<file path="config.mk">
export PLATFORM = sky130hd
export DESIGN_NAME = soh_section_regs
export DESIGN_NICKNAME = d
export VERILOG_FILES = /design/src/soh_pkg.sv /design/src/soh_section_regs.sv
export VERILOG_INCLUDE_DIRS = /design/src
export SDC_FILE = /design/constraint.sdc
export NUM_CORES = 1
export LEC_CHECK = 0
export ABC_AREA = 1
export BUFFER_PORTS_ARGS = -buffer_cell sky130_fd_sc_hd__buf_2
export CAP_MARGIN = 20
export CORE_ASPECT_RATIO = 0.6
export CORE_MARGIN = 3
export CORE_UTILIZATION = 40
export CTS_BUF_LIST = sky130_fd_sc_hd__clkbuf_8
export CTS_CLUSTER_DIAMETER = 80
export DETAILED_ROUTE_END_ITERATION = 10
export PLACE_DENSITY = 0.62
export SYNTH_ARGS = -nofsm -noshare
export SYNTH_HDL_FRONTEND = slang
export SYNTH_SLANG_ARGS = --single-unit
</file>
<file path="constraint.sdc">
create_clock -name core_clk -period 3.8 [get_ports core_clk]
set_clock_uncertainty 0.05 [all_clocks]
set_input_delay 0.95 -clock core_clk [delete_from_list [all_inputs] [get_ports core_clk]]
set_output_delay 0.95 -clock core_clk [all_outputs]
set_load 0.005 [all_outputs]
</file>
<file path="src/soh_defs.svh">
// Register offsets, field positions, reset values and timing counts for the section overhead bank
`ifndef SOH_DEFS_SVH
`define SOH_DEFS_SVH

// Register offsets
`define SOH_ADDR_TX_SYNC 8'h0F
`define SOH_ADDR_RX_CTRL 8'h10
`define SOH_ADDR_RX_STATUS 8'h11
`define SOH_ADDR_CNT_LOW 8'h12
`define SOH_ADDR_CNT_HIGH 8'h13
`define SOH_ADDR_TX_CTRL 8'h14
`define SOH_ADDR_TX_DIAG 8'h15

// Receive control fields
`define SOH_RXC_PER_FRAME 7
`define SOH_RXC_DESCR_OFF 6
`define SOH_RXC_FORCE_REFRAME 5
`define SOH_RXC_REDUCED_SEARCH 4
`define SOH_RXC_PARITY_EN 3
`define SOH_RXC_LOS_EN 2
`define SOH_RXC_LOF_EN 1
`define SOH_RXC_OOF_EN 0

// Receive status fields
`define SOH_RXS_PARITY_FLAG 6
`define SOH_RXS_LOS_FLAG 5
`define SOH_RXS_LOF_FLAG 4
`define SOH_RXS_OOF_FLAG 3

// Transmit control and diagnostic fields
`define SOH_TXC_SCRAMBLER_OFF 6
`define SOH_TXC_LINE_AIS 0
`define SOH_TXD_ZERO_STREAM 2
`define SOH_TXD_PARITY_INVERT 1
`define SOH_TXD_FRAMING_INJECT 0

// Reset values and masks
`define SOH_RST_TX_SYNC 8'h00
`define SOH_RST_RX_CTRL 8'h00
`define SOH_RST_TX_CTRL 8'h00
`define SOH_RST_TX_DIAG 8'h00
`define SOH_RXC_STORE_MASK 8'hDF
`define SOH_TXC_STORE_MASK 8'h7F
`define SOH_TXD_STORE_MASK 8'h07
`define SOH_A1_MSB_FLIP 8'h80
`define SOH_ALL_ONES 8'hFF

// Timing: poll transfer bound
`define SOH_CLK_PERIOD_NS 50
`define SOH_POLL_TIME_NS 7000
`define SOH_POLL_MAX_CYCLES (`SOH_POLL_TIME_NS / `SOH_CLK_PERIOD_NS)

`endif

</file>
<file path="src/soh_pkg.sv">
// Types shared by the section overhead register bank
package soh_pkg;

    // Force-reframe request sequencing
    typedef enum logic [2:0] {
        SOH_RF_IDLE = 3'b001,
        SOH_RF_PENDING = 3'b010,
        SOH_RF_FIRE = 3'b100
    } soh_reframe_t;

    // Kind of the transmit byte in the current slot
    typedef enum logic [2:0] {
        SOH_KIND_PAYLOAD = 3'h0,
        SOH_KIND_SECTION_OH = 3'h1,
        SOH_KIND_A1 = 3'h2,
        SOH_KIND_B1 = 3'h3,
        SOH_KIND_Z1_FIRST = 3'h4
    } soh_kind_t;

    // Whole state of the bank
    typedef struct packed {
        logic [7:0] tx_sync;
        logic [7:0] rx_ctrl;
        logic [7:0] tx_ctrl;
        logic [7:0] tx_diag;
        logic [3:0] flags;
        logic [2:0] prev_alarm;
        logic [15:0] acc;
        logic [15:0] count;
        logic [7:0] rdata;
        logic ais_on;
        soh_reframe_t reframe;
        logic [7:0] serial_sr;
        logic [7:0] tx_out;
    } soh_state_t;

endpackage : soh_pkg

</file>
<file path="src/soh_section_regs.sv">
// Section overhead control, status, parity counting and transmit overhead shaping
// Functional notes
// - Programmed sync byte goes in first Z1 slot, bit 7 sent first.
// - Serially inserted Z1 byte overrides the programmed sync byte.
// - Alarm state changes raise interrupt when that alarm's enable is set.
// - Parity error raises interrupt when parity interrupt enable is set.
// - Reduced search uses first A1 and four bits of first A2.
// - Full search examines every A1 and A2 byte.
// - Force reframe drives receiver out of frame at next frame boundary.
// - Descrambler-off bit bypasses receive descrambling.
// - Per-frame mode adds one count per errored B1, else every bit.
// - Alarm state bits show live receive alarm status.
// - Alarm flags set on any state change, clear on status read.
// - Parity flag set on any B1 error, clears on status read.
// - Sixteen-bit error count readable as low and high bytes.
// - Write to count address latches count and restarts accumulation, losing nothing.
// - Meter-load write also latches the section error count.
// - Line AIS insertion starts and stops on frame boundaries.
// - During line AIS all non-section-overhead bits are forced to one.
// - Line AIS request is register bit OR external alarm pin.
// - Scrambler-off bit bypasses transmit scrambling.
// - Framing inject sends A1 with MSB flipped, 0x76 for 0xF6.
// - Parity invert sends the B1 byte inverted.
// - Zero-stream force drives the whole transmit stream to zero.
`include "soh_defs.svh"

module soh_section_regs
    import soh_pkg::*;
#(
    parameter int CNT_W = 16
)
(
    // Clock and reset
    input wire logic core_clk,
    input wire logic reset,
    // Register port
    input wire logic [7:0] addr,
    input wire logic [7:0] wr_data,
    input wire logic wr_strobe,
    input wire logic rd_strobe,
    output logic [7:0] rd_data,
    // Meter load from the master reset register
    input wire logic meter_load,
    // Receive section processor status
    input wire logic rx_frame_start,
    input wire logic misframe_state,
    input wire logic frame_loss_state,
    input wire logic signal_loss_state,
    input wire logic b1_check,
    input wire logic [3:0] b1_err_bits,
    // Receive section processor controls
    output logic reduced_frame_search,
    output logic descrambler_off,
    output logic force_reframe,
    // Transmit section processor stream
    input wire logic tx_frame_start,
    input wire logic [2:0] tx_byte_kind,
    input wire logic [7:0] tx_byte_in,
    input wire logic ext_line_alarm_pin,
    input wire logic overhead_insert_enable_pin,
    input wire logic overhead_insert_serial_in,
    output logic [7:0] tx_byte_out,
    output logic scrambler_off,
    output logic line_alarm_active,
    // Interrupt
    output logic irq
);

    soh_state_t s;
    soh_state_t next_s;

    logic wr_rx_ctrl;
    logic rd_status;
    logic poll;
    logic [2:0] alarm_now;
    logic [3:0] events;
    logic [3:0] enables;
    logic [15:0] inc;
    logic [16:0] sum;
    logic [7:0] status_view;
    soh_kind_t kind;

    // Decode and event gathering
    always_comb
    begin
        kind = soh_kind_t'(tx_byte_kind);
        wr_rx_ctrl = wr_strobe && (addr == `SOH_ADDR_RX_CTRL);
        rd_status = rd_strobe && (addr == `SOH_ADDR_RX_STATUS);
        poll = meter_load || (wr_strobe && ((addr == `SOH_ADDR_CNT_LOW) || (addr == `SOH_ADDR_CNT_HIGH)));
        alarm_now = {signal_loss_state, frame_loss_state, misframe_state};
        events = {b1_check && (b1_err_bits != 4'h0), alarm_now ^ s.prev_alarm};
        enables = {s.rx_ctrl[`SOH_RXC_PARITY_EN], s.rx_ctrl[`SOH_RXC_LOS_EN],
                   s.rx_ctrl[`SOH_RXC_LOF_EN], s.rx_ctrl[`SOH_RXC_OOF_EN]};
        // One per errored B1 or every errored bit
        if (!b1_check)
        begin
            inc = 16'h0000;
        end
        else if (s.rx_ctrl[`SOH_RXC_PER_FRAME])
        begin
            inc = {15'h0000, b1_err_bits != 4'h0};
        end
        else
        begin
            inc = {12'h000, b1_err_bits};
        end
        sum = {1'b0, s.acc} + {1'b0, inc};
        status_view = {1'b0, s.flags, alarm_now};
    end

    // Next-state logic
    always_comb
    begin
        next_s = s;
        next_s.rdata = 8'h00;
        // Register writes
        if (wr_strobe)
        begin
            case (addr)
                `SOH_ADDR_TX_SYNC: next_s.tx_sync = wr_data;
                `SOH_ADDR_RX_CTRL: next_s.rx_ctrl = wr_data & `SOH_RXC_STORE_MASK;
                `SOH_ADDR_TX_CTRL: next_s.tx_ctrl = wr_data & `SOH_TXC_STORE_MASK;
                `SOH_ADDR_TX_DIAG: next_s.tx_diag = wr_data & `SOH_TXD_STORE_MASK;
                default: next_s.tx_sync = s.tx_sync;
            endcase
        end
        // Register reads, data in the following cycle
        if (rd_strobe)
        begin
            case (addr)
                `SOH_ADDR_TX_SYNC: next_s.rdata = s.tx_sync;
                `SOH_ADDR_RX_CTRL: next_s.rdata = s.rx_ctrl;
                `SOH_ADDR_RX_STATUS: next_s.rdata = status_view;
                `SOH_ADDR_CNT_LOW: next_s.rdata = s.count[7:0];
                `SOH_ADDR_CNT_HIGH: next_s.rdata = s.count[15:8];
                `SOH_ADDR_TX_CTRL: next_s.rdata = s.tx_ctrl;
                `SOH_ADDR_TX_DIAG: next_s.rdata = s.tx_diag;
                default: next_s.rdata = 8'h00;
            endcase
        end
        // Sticky flags: a new event wins over the read clear
        next_s.flags = (rd_status ? 4'h0 : s.flags) | events;
        next_s.prev_alarm = alarm_now;
        // Error accumulation with coincident events carried into the new cycle
        if (poll)
        begin
            next_s.count = s.acc;
            next_s.acc = inc;
        end
        else
        begin
            next_s.acc = sum[16] ? 16'hFFFF : sum[15:0];
        end
        // Force-reframe sequencing
        case (s.reframe)
            SOH_RF_IDLE:
            begin
                if (wr_rx_ctrl && wr_data[`SOH_RXC_FORCE_REFRAME])
                begin
                    next_s.reframe = SOH_RF_PENDING;
                end
            end
            SOH_RF_PENDING:
            begin
                if (rx_frame_start)
                begin
                    next_s.reframe = SOH_RF_FIRE;
                end
            end
            SOH_RF_FIRE:
            begin
                next_s.reframe = SOH_RF_IDLE;
            end
            default:
            begin
                next_s.reframe = SOH_RF_IDLE;
            end
        endcase
        // Line AIS follows its request only at frame boundaries
        if (tx_frame_start)
        begin
            next_s.ais_on = s.tx_ctrl[`SOH_TXC_LINE_AIS] | ext_line_alarm_pin;
        end
        // Serial overhead byte, first bit into the top
        next_s.serial_sr = {s.serial_sr[6:0], overhead_insert_serial_in};
        // Transmit byte shaping
        next_s.tx_out = tx_byte_in;
        if (s.tx_diag[`SOH_TXD_ZERO_STREAM])
        begin
            next_s.tx_out = 8'h00;
        end
        else
        begin
            case (kind)
                SOH_KIND_PAYLOAD:
                begin
                    if (s.ais_on)
                    begin
                        next_s.tx_out = `SOH_ALL_ONES;
                    end
                end
                SOH_KIND_A1:
                begin
                    if (s.tx_diag[`SOH_TXD_FRAMING_INJECT])
                    begin
                        next_s.tx_out = tx_byte_in ^ `SOH_A1_MSB_FLIP;
                    end
                end
                SOH_KIND_B1:
                begin
                    if (s.tx_diag[`SOH_TXD_PARITY_INVERT])
                    begin
                        next_s.tx_out = ~tx_byte_in;
                    end
                end
                SOH_KIND_Z1_FIRST:
                begin
                    next_s.tx_out = overhead_insert_enable_pin ? s.serial_sr : s.tx_sync;
                end
                default:
                begin
                    next_s.tx_out = tx_byte_in;
                end
            endcase
        end
    end

    // State register
    always_ff @(posedge core_clk or posedge reset)
    begin
        if (reset)
        begin
            s <= '{tx_sync: `SOH_RST_TX_SYNC, rx_ctrl: `SOH_RST_RX_CTRL, tx_ctrl: `SOH_RST_TX_CTRL,
                   tx_diag: `SOH_RST_TX_DIAG, flags: 4'h0, prev_alarm: 3'h0, acc: 16'h0000,
                   count: 16'h0000, rdata: 8'h00, ais_on: 1'b0, reframe: SOH_RF_IDLE,
                   serial_sr: 8'h00, tx_out: 8'h00};
        end
        else
        begin
            s <= next_s;
        end
    end

    // Outputs
    assign rd_data = s.rdata;
    assign reduced_frame_search = s.rx_ctrl[`SOH_RXC_REDUCED_SEARCH];
    assign descrambler_off = s.rx_ctrl[`SOH_RXC_DESCR_OFF];
    assign force_reframe = (s.reframe == SOH_RF_FIRE);
    assign scrambler_off = s.tx_ctrl[`SOH_TXC_SCRAMBLER_OFF];
    assign line_alarm_active = s.ais_on;
    assign tx_byte_out = s.tx_out;
    assign irq = |(s.flags & enables);
endmodule : soh_section_regs

</file>
After elaboration in Yosys (flattened, before gate mapping)
Index checks and enable logic that the tools add are counted.
{"block": "op_classes", "addsub": 1, "mux": 16, "n_reduce_logical": 15, "eq_ne": 15, "bitwise": 6}
{"cell": "$pmux W8 S7", "n": 1}
{"cell": "$eq A8 B5 Y1 const B", "n": 6}
{"cell": "$mux W16", "n": 3}
{"cell": "$mux W8", "n": 6}
{"cell": "$pmux W8 S4", "n": 1}
{"cell": "$add A16 B16 Y17", "n": 1}
{"cell": "$reduce_and A2 Y1", "n": 5}
{"cell": "$eq A3 B2 Y1 const B", "n": 3}
{"cell": "$eq A8 B4 Y1 const B", "n": 1}
{"cell": "$mux W4", "n": 2}
{"cell": "$not A8 Y8", "n": 1}
{"cell": "$eq A3 B3 Y1 const B", "n": 2}
{"cell": "$mux W3", "n": 2}
{"cell": "$pmux W3 S2", "n": 1}
{"cell": "$logic_and A1 B1 Y1", "n": 5}
{"cell": "$and A4 B4 Y4", "n": 1}
{"cell": "$ne A2 B2 Y1 const B", "n": 2}
{"cell": "$or A4 B4 Y4", "n": 1}
{"cell": "$reduce_bool A4 Y1", "n": 1}
{"cell": "$reduce_or A4 Y1", "n": 1}
{"cell": "$eq A3 B1 Y1 const B", "n": 1}
{"cell": "$logic_not A3 Y1", "n": 1}
{"cell": "$xor A3 B3 Y3", "n": 1}
{"cell": "$logic_or A1 B1 Y1", "n": 2}
{"cell": "other kinds (2)", "n": 2}
{"block": "totals", "elab_cells": 66, "out_inout_bits": 22, "ff_bits": 92, "inputBits": 45}

Logic depth before layout (Yosys ltp)
Gate-level depths: netlist (run 1).
{"block": "logic_depth", "depth_word": 6, "depth_mapped": 14}

Least setup slack after synthesis (run 1)
Ideal clock, no wire load.
{"block": "synth_timing", "path_type": "input port to flip-flop", "from": "in b1_err_bits[0]", "to": "reg s[46] in the netlist's numbering", "stages": 13, "setup_ns": 0.116, "t_arrival_ns": 2.595, "slack_ns": 1.039, "required_time_ns": 3.634, "path_buffers": 0, "path_cell_list": "inv_1 > nand3_1 > o21ai_0 > a21oi_1 > ha_1 > fa_1 > nand2_1 > nand3_1 > and2_2 > nand4_2 > o21ai_0 > nand2_1 > nand2_1"}
{"element": "from (decl)", "line": "soh_section_regs.sv:50", "source": "input wire logic [3:0] b1_err_bits,"}
{"element": "to (signal assigned)", "line": "soh_section_regs.sv:233", "source": "s <= '{tx_sync: `SOH_RST_TX_SYNC, rx_ctrl: `SOH_RST_RX_CTRL, tx_ctrl: `SOH_RST_TX_CTRL,"}
{"element": "to (signal assigned)", "line": "soh_section_regs.sv:240", "source": "s <= next_s;"}
{"element": "to (decl)", "line": "soh_section_regs.sv:69", "source": "soh_state_t s;"}

==> reports/metrics.yaml, run 1 <==
status: "completed"
timing.critical_path.mode_cell: "nand2_1"
post-synth-top-area-cell: "dfrtp_1"
post_synthesis_mean_instance_area_sq_um: 7.783
fmax_mhz: 361.4
data_arrival_time_at_the_worst_slack_endpoint_ns: 2.98
drt_first_pass_iters: 5
dieArea_sq_mm: 0.01404
cts_tree: "yes"
nNetsFinal: 748
vias_in_the_first_global_route: 4049
clk_latency_ns: 0.36
crit_path_max_incr_delay_ns: 0.42
synth.ff_latch_count: 92
final_critical_path_setup_slack_ns: 1.033
regToRegStartpoint: "s[90]"
hold_depth: 0
holdPathEnd: "next_s[12]"
die_width_microns: 151.0
synth_cells: 648
finalSetupViolations: 0
h-tree-depth: 3
floorplan.rows: 31
io-pin-count: 67
synth_sequential_area_ratio_pct: 45.67
worstPathMaxFanout: 9
final_cell_count_no_fill: 868
worst_path_max_delay_cell: "fa_1"
r2r.worst_path.cells: 11
cts_resized: 0
hold_path.class: "register to register"
detailedPlacementHpwl_microns: 9917
synth_top_cells_by_area: "dfrtp_1 (45%), nand2_1 (13%), nand3_1 (5.7%)"
antenna_violation_net_count_after_detailed_routing: 0
groute.usage.overall_pct: 19.13
post-route-drc-count: 0
postRouteWirelength_microns: 12860
cts_post_setup_buffers_inserted: 0
initial_utilization_pct: 41.41
worst_pin_slew_ns: 0.8512
post_synth_instance_area_sq_mm: 0.005044
final_cell_mix: "nand2_1 (179), dfrtp_1 (91), buf_2 (66)"
worst_setup_path_start_kind: "primary input"
global_route_wire_length_before_repair_microns: 20760
clock_tree.buffer_depth: 2
path_cells: "buf_2 > inv_1 > nand3_1 > o21ai_0 > a21oi_1 > ha_1 > fa_1 > nand2_1 > nand3_1 > and2_2 > nand4_2 > o21ai_0 > nand2_1 > nand2_1"
power_leakage_uw: 0.002870
timing.critical_path.max_delay_family: "simple AND/OR/NAND/NOR gates"
coreArea_sq_mm: 0.01218
vias_post_dr: 4308
preCtsSetupSlack_ns: 0.6714
die_height_microns: 92.98
min_period_over_period_pct: 72.82
grt_antenna_before_repair: 0
post_drt_via_cell_ratio: 4.963
total_number_of_clock_tree_sinks: 92
timing_worst_setup_path_type: "primary input to register"
netlist-cell-type-count: 35
grt_overflow_total: 0
synth-warning-count: 0
worst_r2r_endpoint: "s[46]"
r2r_setup_slack_ns: 1.52
report.final.hold_viol_count: 0
tritoncts.num_buffers: 9
maximum_number_of_pins_on_one_net_before_global_route_repair: 49
cts_hold_buf: 0
final_max_slew_viol_count: 0
number_of_fillers_in_the_final_layout: 1235
drt_first_iter_violations: 380
syn_nets: 698
fin_tns_setup_ns: 0
critical_path_buf_inv_count: 2
flow.area_growth_from_synthesis_pct: 10.67
avgRoutedWirePerCell_microns: 14.81
hp-start: "next_s[11]"
gp_routability_congestion: 0.9272
insertedDiodeCount: 0
port_buffers: 66
rsz0062_at_grt: "false"
cts.clk_slew.worst_paths_ns: 0.09
root_buffer: "clkbuf_8"
cp_data_required_time_ns: 4.01
finalWorstPathRequiredPeriod_ns: 2.767
dp_cells: 852
post-synth-top-area-fraction_pct: 45.15
power-per-cell-area_mw_per_mm2: 346.7
drv_cap: 0
vdd_drop_max_v: 0.0001657
multi_input_area_sq_mm: 0.002225
drive_gt1_share_pct: 19.91
slew_headroom_pct: 43.19
seq_area_sq_mm: 0.002303
final_common_cell: "nand2_1"
timing.critical_path.to_type: "register"
## state kept, by name (all words and copies together) (netlist names)
register / count
s: 61
rd_data: 8
tx_byte_out: 8
next_s: 7
enables: 4
descrambler_off: 1
line_alarm_active: 1
reduced_frame_search: 1
scrambler_off: 1
## final cells by class
class                           instances  area share (%)
Tap cell                              165           3.699
Clock inverter                          6           1.143
Inverter                               76           5.156
Timing Repair Buffer                   68           6.411
Sequential cell                        92           41.27
Clock buffer                           10           2.466
Multi-Input combinational cell        451           39.86
## through the flow
stage | total power (uW) | hold WS, ns | util, % | cell area (sq um)
after floorplan | 1201 | 0.3035 | - | 5044
after global placement | 1273 | 0.3131 | 44.18 | 5380
after detailed placement | 1278 | 0.3102 | 44.18 | 5380
after CTS | 1958 | 0.3380 | 45.83 | 5582
after global routing | 2035 | 0.3572 | 45.83 | 5582
final | 1935 | 0.3367 | 45.83 | 5582
## per-layer routing
layer / vias up / wire (microns) / GRT usage, %
met4: 0 / 136 / 4.299
li1: 2142 / - / -
met2: 161 / 4950 / 25.79
met3: 13 / 1203 / 4.891
met5: - / 0 / 0
met1: 1992 / 6566 / 30.36
## cell families after synthesis
kind of cell | after synthesis | share of synthesized area (%)
AOI/OAI and AO/OA | 97 | 10.79
xor gates and xnor gates | 15 | 2.605
adders and majority gates | 5 | 1.389
buffers and inverters | 105 | 10.22
DFF | 92 | 45.67
and+or+nand+nor | 334 | 29.32
## worst max-delay path by stage
stage,slack (ns),cells past startpoint,endpoint,start
after floorplan,0.41,1,descrambler_off,reset
after global placement,0.74,14,s[46],b1_err_bits[0]
after detailed placement,0.67,14,s[46],b1_err_bits[0]
after CTS,1.06,14,s[46],b1_err_bits[0]
after global routing,0.85,14,s[46],b1_err_bits[2]
final,1.03,14,s[46],b1_err_bits[0]
## cells in the mapped netlist
master	n
nand2_1	179
dfrtp_1	91
inv_1	65
nor2_1	60
nand3_1	57
a21oi_1	30
o21ai_0	26
o21ai_1	25
buf_4	19
nand2_2	15
o21ai_2	14
xor2_1	11
inv_2	9
buf_6	6
ha_1	4
nor3_1	4
xnor2_1	4
buf_2	3
nor2_2	3
nor2_4	3
nand2_4	2
nand3_2	2
nand4_1	2
nand4_2	2
nor3_2	2
a41oi_1	1
and2_1	1
and2_2	1
clkbuf_1	1
clkinv_1	1
clkinv_2	1
dfstp_2	1
fa_1	1
nor3_4	1
o211ai_1	1
## report_power, final
group / leakage [uW] / internal [uW] / switching [uW]
Sequential: 0.00120 / 1020 / 29.0
Clock: 0.000104 / 322 / 355
Combinational: 0.00157 / 74.0 / 138
Total: 0.00287 / 1410 / 522
Note: power is estimated with default switching activity, not from simulation.
==> run 2: changes to the inputs <==
--- a/config.mk
+++ b/config.mk
@@ -6,7 +6,7 @@
 export SDC_FILE = /design/constraint.sdc
 export NUM_CORES = 1
 export LEC_CHECK = 0
-export ABC_AREA = 1
+export ABC_AREA = 0
 export BUFFER_PORTS_ARGS = -buffer_cell sky130_fd_sc_hd__buf_2
 export CAP_MARGIN = 20
 export CORE_ASPECT_RATIO = 0.6
@@ -15,7 +15,7 @@
 export CTS_BUF_LIST = sky130_fd_sc_hd__clkbuf_8
 export CTS_CLUSTER_DIAMETER = 80
 export DETAILED_ROUTE_END_ITERATION = 10
-export PLACE_DENSITY = 0.62
+export PLACE_DENSITY = 0.65
 export SYNTH_ARGS = -nofsm -noshare
 export SYNTH_HDL_FRONTEND = slang
 export SYNTH_SLANG_ARGS = --single-unit
==> constraint.sdc (replaced) <==
create_clock -name core_clk -period 2.3 [get_ports core_clk]
set_clock_uncertainty 0.05 [all_clocks]
set_input_delay 0.575 -clock core_clk [delete_from_list [all_inputs] [get_ports core_clk]]
set_output_delay 0.575 -clock core_clk [all_outputs]
set_load 0.005 [all_outputs]
==> run 2 against run 1 <==
  * Hold slack lost 0.12 ns
  * Area after synthesis shrank 11%
  * Critical path depth shrank 4
  * Count of clock-buffer cells in the layout is the same
  * Flip-flop and latch count is the same
  * Largest cell class unchanged
  * Sequential power grew 67%
  * Combinational power grew 110%
  * Global-route usage is essentially flat
  * Power grew 75%
==> reports/metrics.yaml, run 2 <==
post_synth_instance_area_sq_mm: 0.004494
synth.ff_latch_count: 92
timing.critical_path.to_type: "register"
crit_path_max_incr_delay_ns: 0.44
tritoncts.num_buffers: 9
netlist_top_cells_count: "dfrtp_1 (91), nand2_1 (57), mux2_2 (34)"
cts_resized: 0
die_height_microns: 88.11
worst_pin_slew_ns: 0.4978
initial_utilization_pct: 41.70
grt_overflow_total: 0
cts.clk_slew.worst_paths_ns: 0.09
timing.critical_path.max_delay_family: "compound AO/OA/AOI/OAI gates"
max_flop_register: "s"
preCtsSetupSlack_ns: -0.2855
post-synth-top-area-fraction_pct: 50.67
io-pin-count: 67
cts_hold_buf: 0
maximum_number_of_pins_on_one_net_before_global_route_repair: 63
finalSetupViolations: 0
final_cell_mix: "dfrtp_1 (91), buf_2 (66), nand2_1 (57)"
clk_latency_ns: 0.36
avgRoutedWirePerCell_microns: 17.92
fmax_mhz: 459.6
critical_path_buf_inv_count: 2
grt.met1_usage_pct: 29.68
report.final.hold_viol_count: 0
rsz0062_at_grt: "false"
global_route_wire_length_before_repair_microns: 18290
antenna_violation_net_count_after_detailed_routing: 0
floorplan.rows: 29
synthMostInstantiatedCell: "dfrtp_1"
number_of_fillers_in_the_final_layout: 964
grt_antenna_before_repair: 0
h-tree-depth: 3
power_leakage_uw: 0.002538
worst_path_max_delay_cell: "o41ai_2"
detailedPlacementHpwl_microns: 8774
slew_headroom_pct: 66.75
worstPathMaxFanout: 8
synth_top_cells_by_area: "dfrtp_1 (51%), mux2_2 (8.5%), nand2_1 (4.8%)"
drv_cap: 0
worst_setup_path_start_kind: "primary input"
cts_post_setup_buffers_inserted: 0
cp_data_required_time_ns: 2.49
die_width_microns: 142.8
syn_nets: 468
regToRegStartpoint: "s[90]"
hold_path.class: "primary input to asynchronous set/reset pin"
place_area_sq_mm: 0.005140
data_arrival_time_at_the_worst_slack_endpoint_ns: 2.37
dieArea_sq_mm: 0.01259
final_common_cell: "dfrtp_1"
vdd_drop_max_v: 0.0002768
timing_worst_setup_path_type: "primary input to register"
synth_sequential_area_ratio_pct: 51.25
insertedDiodeCount: 0
final_max_slew_viol_count: 0
gp_routability_congestion: 0.8933
globalRouteMet3Util_pct: 5.674
synth-warning-count: 0
postSynth.asyncResetShare_pct: 100.0
total_number_of_clock_tree_sinks: 92
netlist-cell-type-count: 58
root_buffer: "clkbuf_8"
post-synth-top-area-cell: "dfrtp_1"
vias_post_dr: 3527
power-per-cell-area_mw_per_mm2: 629.6
postRouteWirelength_microns: 11450
clock_tree.buffer_depth: 2
most_crowded_layer_gr: "met1"
nNetsFinal: 545
coreArea_sq_mm: 0.01078
status: "completed"
post-route-drc-count: 0
cts_tree: "yes"
post_synthesis_mean_instance_area_sq_um: 10.75
drt_first_iter_violations: 338
synth-edff-count: 0
post-route-cell-area_sq_mm: 0.005381
path_cells: "buf_2 > o41ai_2 > nor2_2 > ha_2 > fa_2 > nand3_2 > a21oi_1 > nand3_1 > buf_4 > a31oi_1"
min_period_over_period_pct: 94.60
postSynth.topFlopCell: "dfrtp_1"
cp-startpoint: "b1_err_bits[3]"
drt_first_pass_iters: 5
groute.usage.overall_pct: 19.13
vias_in_the_first_global_route: 3425
synth_cells: 418
largest_register_ffs: 61
post_drt_via_cell_ratio: 5.520
finalWorstPathRequiredPeriod_ns: 2.176
grt_use_met2_pct: 26.24
port_buffers: 66
flow.area_growth_from_synthesis_pct: 19.74
final_critical_path_setup_slack_ns: 0.1243
drive_gt1_share_pct: 34.20
run 2: final cells by class:
cell class	instances	area, sq um	area share [%]
clock buffer	10	137.6	2.558
inverter	10	41.29	0.7673
timing repair buffer	100	635.6	11.81
multi-input combinational	282	2008	37.32
tap	139	173.9	3.232
sequential	92	2303	42.80
clock inverter	6	81.33	1.511
run 2: stage by stage:
step / power [uW] / std cells / hold WS (ns) / util (%) / setup TNS, ns
final: 3388 / 639 / 0.2121 / 49.94 / 0
after global placement: 2193 / 623 / 0.3018 / 47.70 / -2.141
after global routing: 3559 / 639 / 0.2029 / 49.94 / 0
after detailed placement: 2205 / 623 / 0.3086 / 47.70 / -3.670
after CTS: 3410 / 639 / 0.2082 / 49.73 / 0
after floorplan: 2014 / 418 / 0.2986 / - / -0.004482
run 2: cells by family after synthesis:
| family | Yosys count | synth area share, % |
|---|---|---|
| DFF | 92 | 51.25 |
| xor gates and xnor gates | 8 | 1.559 |
| and+or+nand+nor | 131 | 15.03 |
| AOI/OAI and AO/OA | 89 | 13.08 |
| adders and majority gates | 5 | 1.559 |
| buffers and inverters | 44 | 5.095 |
| muxes | 49 | 12.42 |
run 2: report_power, final:
group	switching, uW	internal, uW
logic	232	211
clock network	565	635
registers	56.5	1690
total	854	2530
run 2: final timing paths:
kind,cells after the start,slack (ns),end
hold / removal,3,0.21,tx_byte_out[7]
setup reg to reg,8,0.13,s[58]
max in group asynchronous,3,1.61,s[16]
hold reg to reg,0,0.33,next_s[15]
min in group core_clk,1,0.26,next_s[9]
setup / recovery,10,0.12,s[55]
run 2: routing by layer:
| metal | part of all wire, % | routed length (microns) |
|---|---|---|
| met1 | 50 | 5739 |
| met3 | 7.8 | 890 |
| met2 | 41 | 4724 |
| met5 | 0 | 0 |
| met4 | 0.84 | 96 |
run 2: worst min-delay path: cells and delay by family:
kind     cells  cell delay [ns]
buf+inv      3             0.41
==> run 3: changes to the inputs <==
--- a/config.mk
+++ b/config.mk
@@ -9,7 +9,6 @@
 export ABC_AREA = 0
 export BUFFER_PORTS_ARGS = -buffer_cell sky130_fd_sc_hd__buf_2
 export CAP_MARGIN = 20
-export CORE_ASPECT_RATIO = 0.6
 export CORE_MARGIN = 3
 export CORE_UTILIZATION = 40
 export CTS_BUF_LIST = sky130_fd_sc_hd__clkbuf_8
==> constraint.sdc (replaced) <==
create_clock -name core_clk -period 2.3 [get_ports core_clk]
set_clock_uncertainty 0.05 [all_clocks]
set_input_delay 0.46 -clock core_clk [delete_from_list [all_inputs] [get_ports core_clk]]
set_output_delay 0.46 -clock core_clk [all_outputs]
set_load 0.005 [all_outputs]
==> run 3 against run 2 <==
  * Cell count decreased by 1.3%
  * First-iteration DRC count shrank 32%
  * Critical endpoint is now s[58]
  * Wire length down 5.3%
==> reports/metrics.yaml, run 3 (synthesis gave the netlist of run 2 again) <==
status: "completed"
postRouteWirelength_microns: 10850
cp_data_required_time_ns: 2.53
vias_in_the_first_global_route: 3542
worst_path_max_delay_cell: "or4_1"
drt_first_pass_iters: 4
grt_antenna_before_repair: 0
initial_utilization_pct: 41.28
max_flop_register: "s"
die_width_microns: 112
groute.usage.overall_pct: 17.96
nNetsFinal: 536
drv_cap: 0
grt_overflow_total: 0
path_cells: "nor2_1 > nor2_1 > ha_2 > fa_2 > nand3_4 > and2_4 > or4_1 > a31oi_1"
detailedPlacementHpwl_microns: 8176
die_height_microns: 112
timing_worst_setup_path_type: "register to register"
antenna_violation_net_count_after_detailed_routing: 0
critical_path_buf_inv_count: 0
floorplan.rows: 38
io-pin-count: 67
hold_path.class: "primary input to register"
vdd_drop_max_v: 0.0004013
maximum_number_of_pins_on_one_net_before_global_route_repair: 82
clk_latency_ns: 0.37
timing.critical_path.mode_cell: "nor2_1"
hold-worst-slack_ns: 0.1380
final_max_slew_viol_count: 0
worst_pin_slew_ns: 0.5758
largest_register_ffs: 61
coreArea_sq_mm: 0.01089
data_arrival_time_at_the_worst_slack_endpoint_ns: 2.48
avgRoutedWirePerCell_microns: 17.19
timing.critical_path.max_delay_family: "simple AND/OR/NAND/NOR gates"
drt_first_iter_violations: 229
cts_tree: "yes"
vias_post_dr: 3388
dieArea_sq_mm: 0.01254
finalWorstPathRequiredPeriod_ns: 2.247
post-route-cell-area_sq_mm: 0.005329
worst_setup_path_start_kind: "register"
drive_gt1_share_pct: 32.79
fmax_mhz: 445.0
place_area_sq_mm: 0.005029
clock_tree.buffer_depth: 2
port_buffers: 66
insertedDiodeCount: 0
cts.clk_slew.worst_paths_ns: 0.10
report.final.hold_viol_count: 0
worstPathMaxFanout: 5
final_common_cell: "dfrtp_1"
final_cell_mix: "dfrtp_1 (91), buf_2 (66), nand2_1 (57)"
finalSetupViolations: 0
power-per-cell-area_mw_per_mm2: 650.4
slew_headroom_pct: 61.09
root_buffer: "clkbuf_8"
total_number_of_clock_tree_sinks: 92
gp_routability_congestion: 0.7863
h-tree-depth: 3
min_period_over_period_pct: 97.71
power_leakage_uw: 0.002494
post_drt_via_cell_ratio: 5.369
global_route_wire_length_before_repair_microns: 17850
flow.area_growth_from_synthesis_pct: 18.57
crit_path_max_incr_delay_ns: 0.52
tritoncts.num_buffers: 9
timing.critical_path.to_type: "register"
post-route-drc-count: 0
[run 3: path summary, 6_finish.rpt]
check	from	to	slack, ns	cells after the start
min reg2reg	next_s[10]	next_s[11]	0.33	0
max	s[90]	s[58]	0.05	8
min	overhead_insert_serial_in	next_s[9]	0.14	1
min in group asynchronous	reset	s[51]	0.54	3
max reg2reg	s[90]	s[58]	0.05	8
max in group asynchronous	reset	s[16]	0.92	4
[run 3: worst reg2reg max path: stages, from the launching register on]
cell and delay [ns]:
dfrtp_1 0.41, nor2_1 0.07, nor2_1 0.15, ha_2 0.22, fa_2 0.25, nand3_4 0.11, and2_4 0.17, or4_1 0.52
a31oi_1 0.22
[run 3: metrics by stage]
step | setup WS, ns | std cells | utilization, % | total power (uW) | TNS [ns]
after floorplan | 0.007715 | 418 | - | 2013 | 0
after global placement | -0.1193 | 613 | 46.18 | 2163 | -1.630
after detailed placement | -0.2532 | 613 | 46.18 | 2182 | -3.491
after CTS | 0.01768 | 631 | 48.60 | 3487 | 0
after global routing | -0.02025 | 631 | 48.94 | 3638 | -0.02025
final | 0.05278 | 631 | 48.94 | 3466 | 0
[run 3: metal layers]
layer	up-vias	GRT usage, %	part of all wire, %
met5	-	0	0
met4	0	5.449	1.9
met3	14	5.543	4.5
met2	73	30.90	51
met1	1676	21.72	43
li1	1625	-	-
[run 3: timing repair]
item	4_1_cts	5_1_grt
resized for setup	2	7
buffers inserted	1	0
hold buffers	1	0
endpoints found under the hold margin	11	0
endpoints found under the setup margin	1	2
pin swaps	0	1
[run 3: final cells by class]
class / instances / area [sq um]
multi-input combinational: 282 / 2023
clock inverter: 7 / 116.4
fill: 1011 / 5559
sequential: 92 / 2303
inverter: 10 / 41.29
tap: 140 / 175.2
clock buffer: 9 / 123.9
timing repair buffer: 91 / 545.5
[run 3: power by group]
group / internal, uW / switching (uW) / total, uW / leakage (uW)
clock network: 720 / 575 / 1290 / 0.000125
logic: 202 / 228 / 430 / 0.00118
registers: 1690 / 52.1 / 1740 / 0.00119
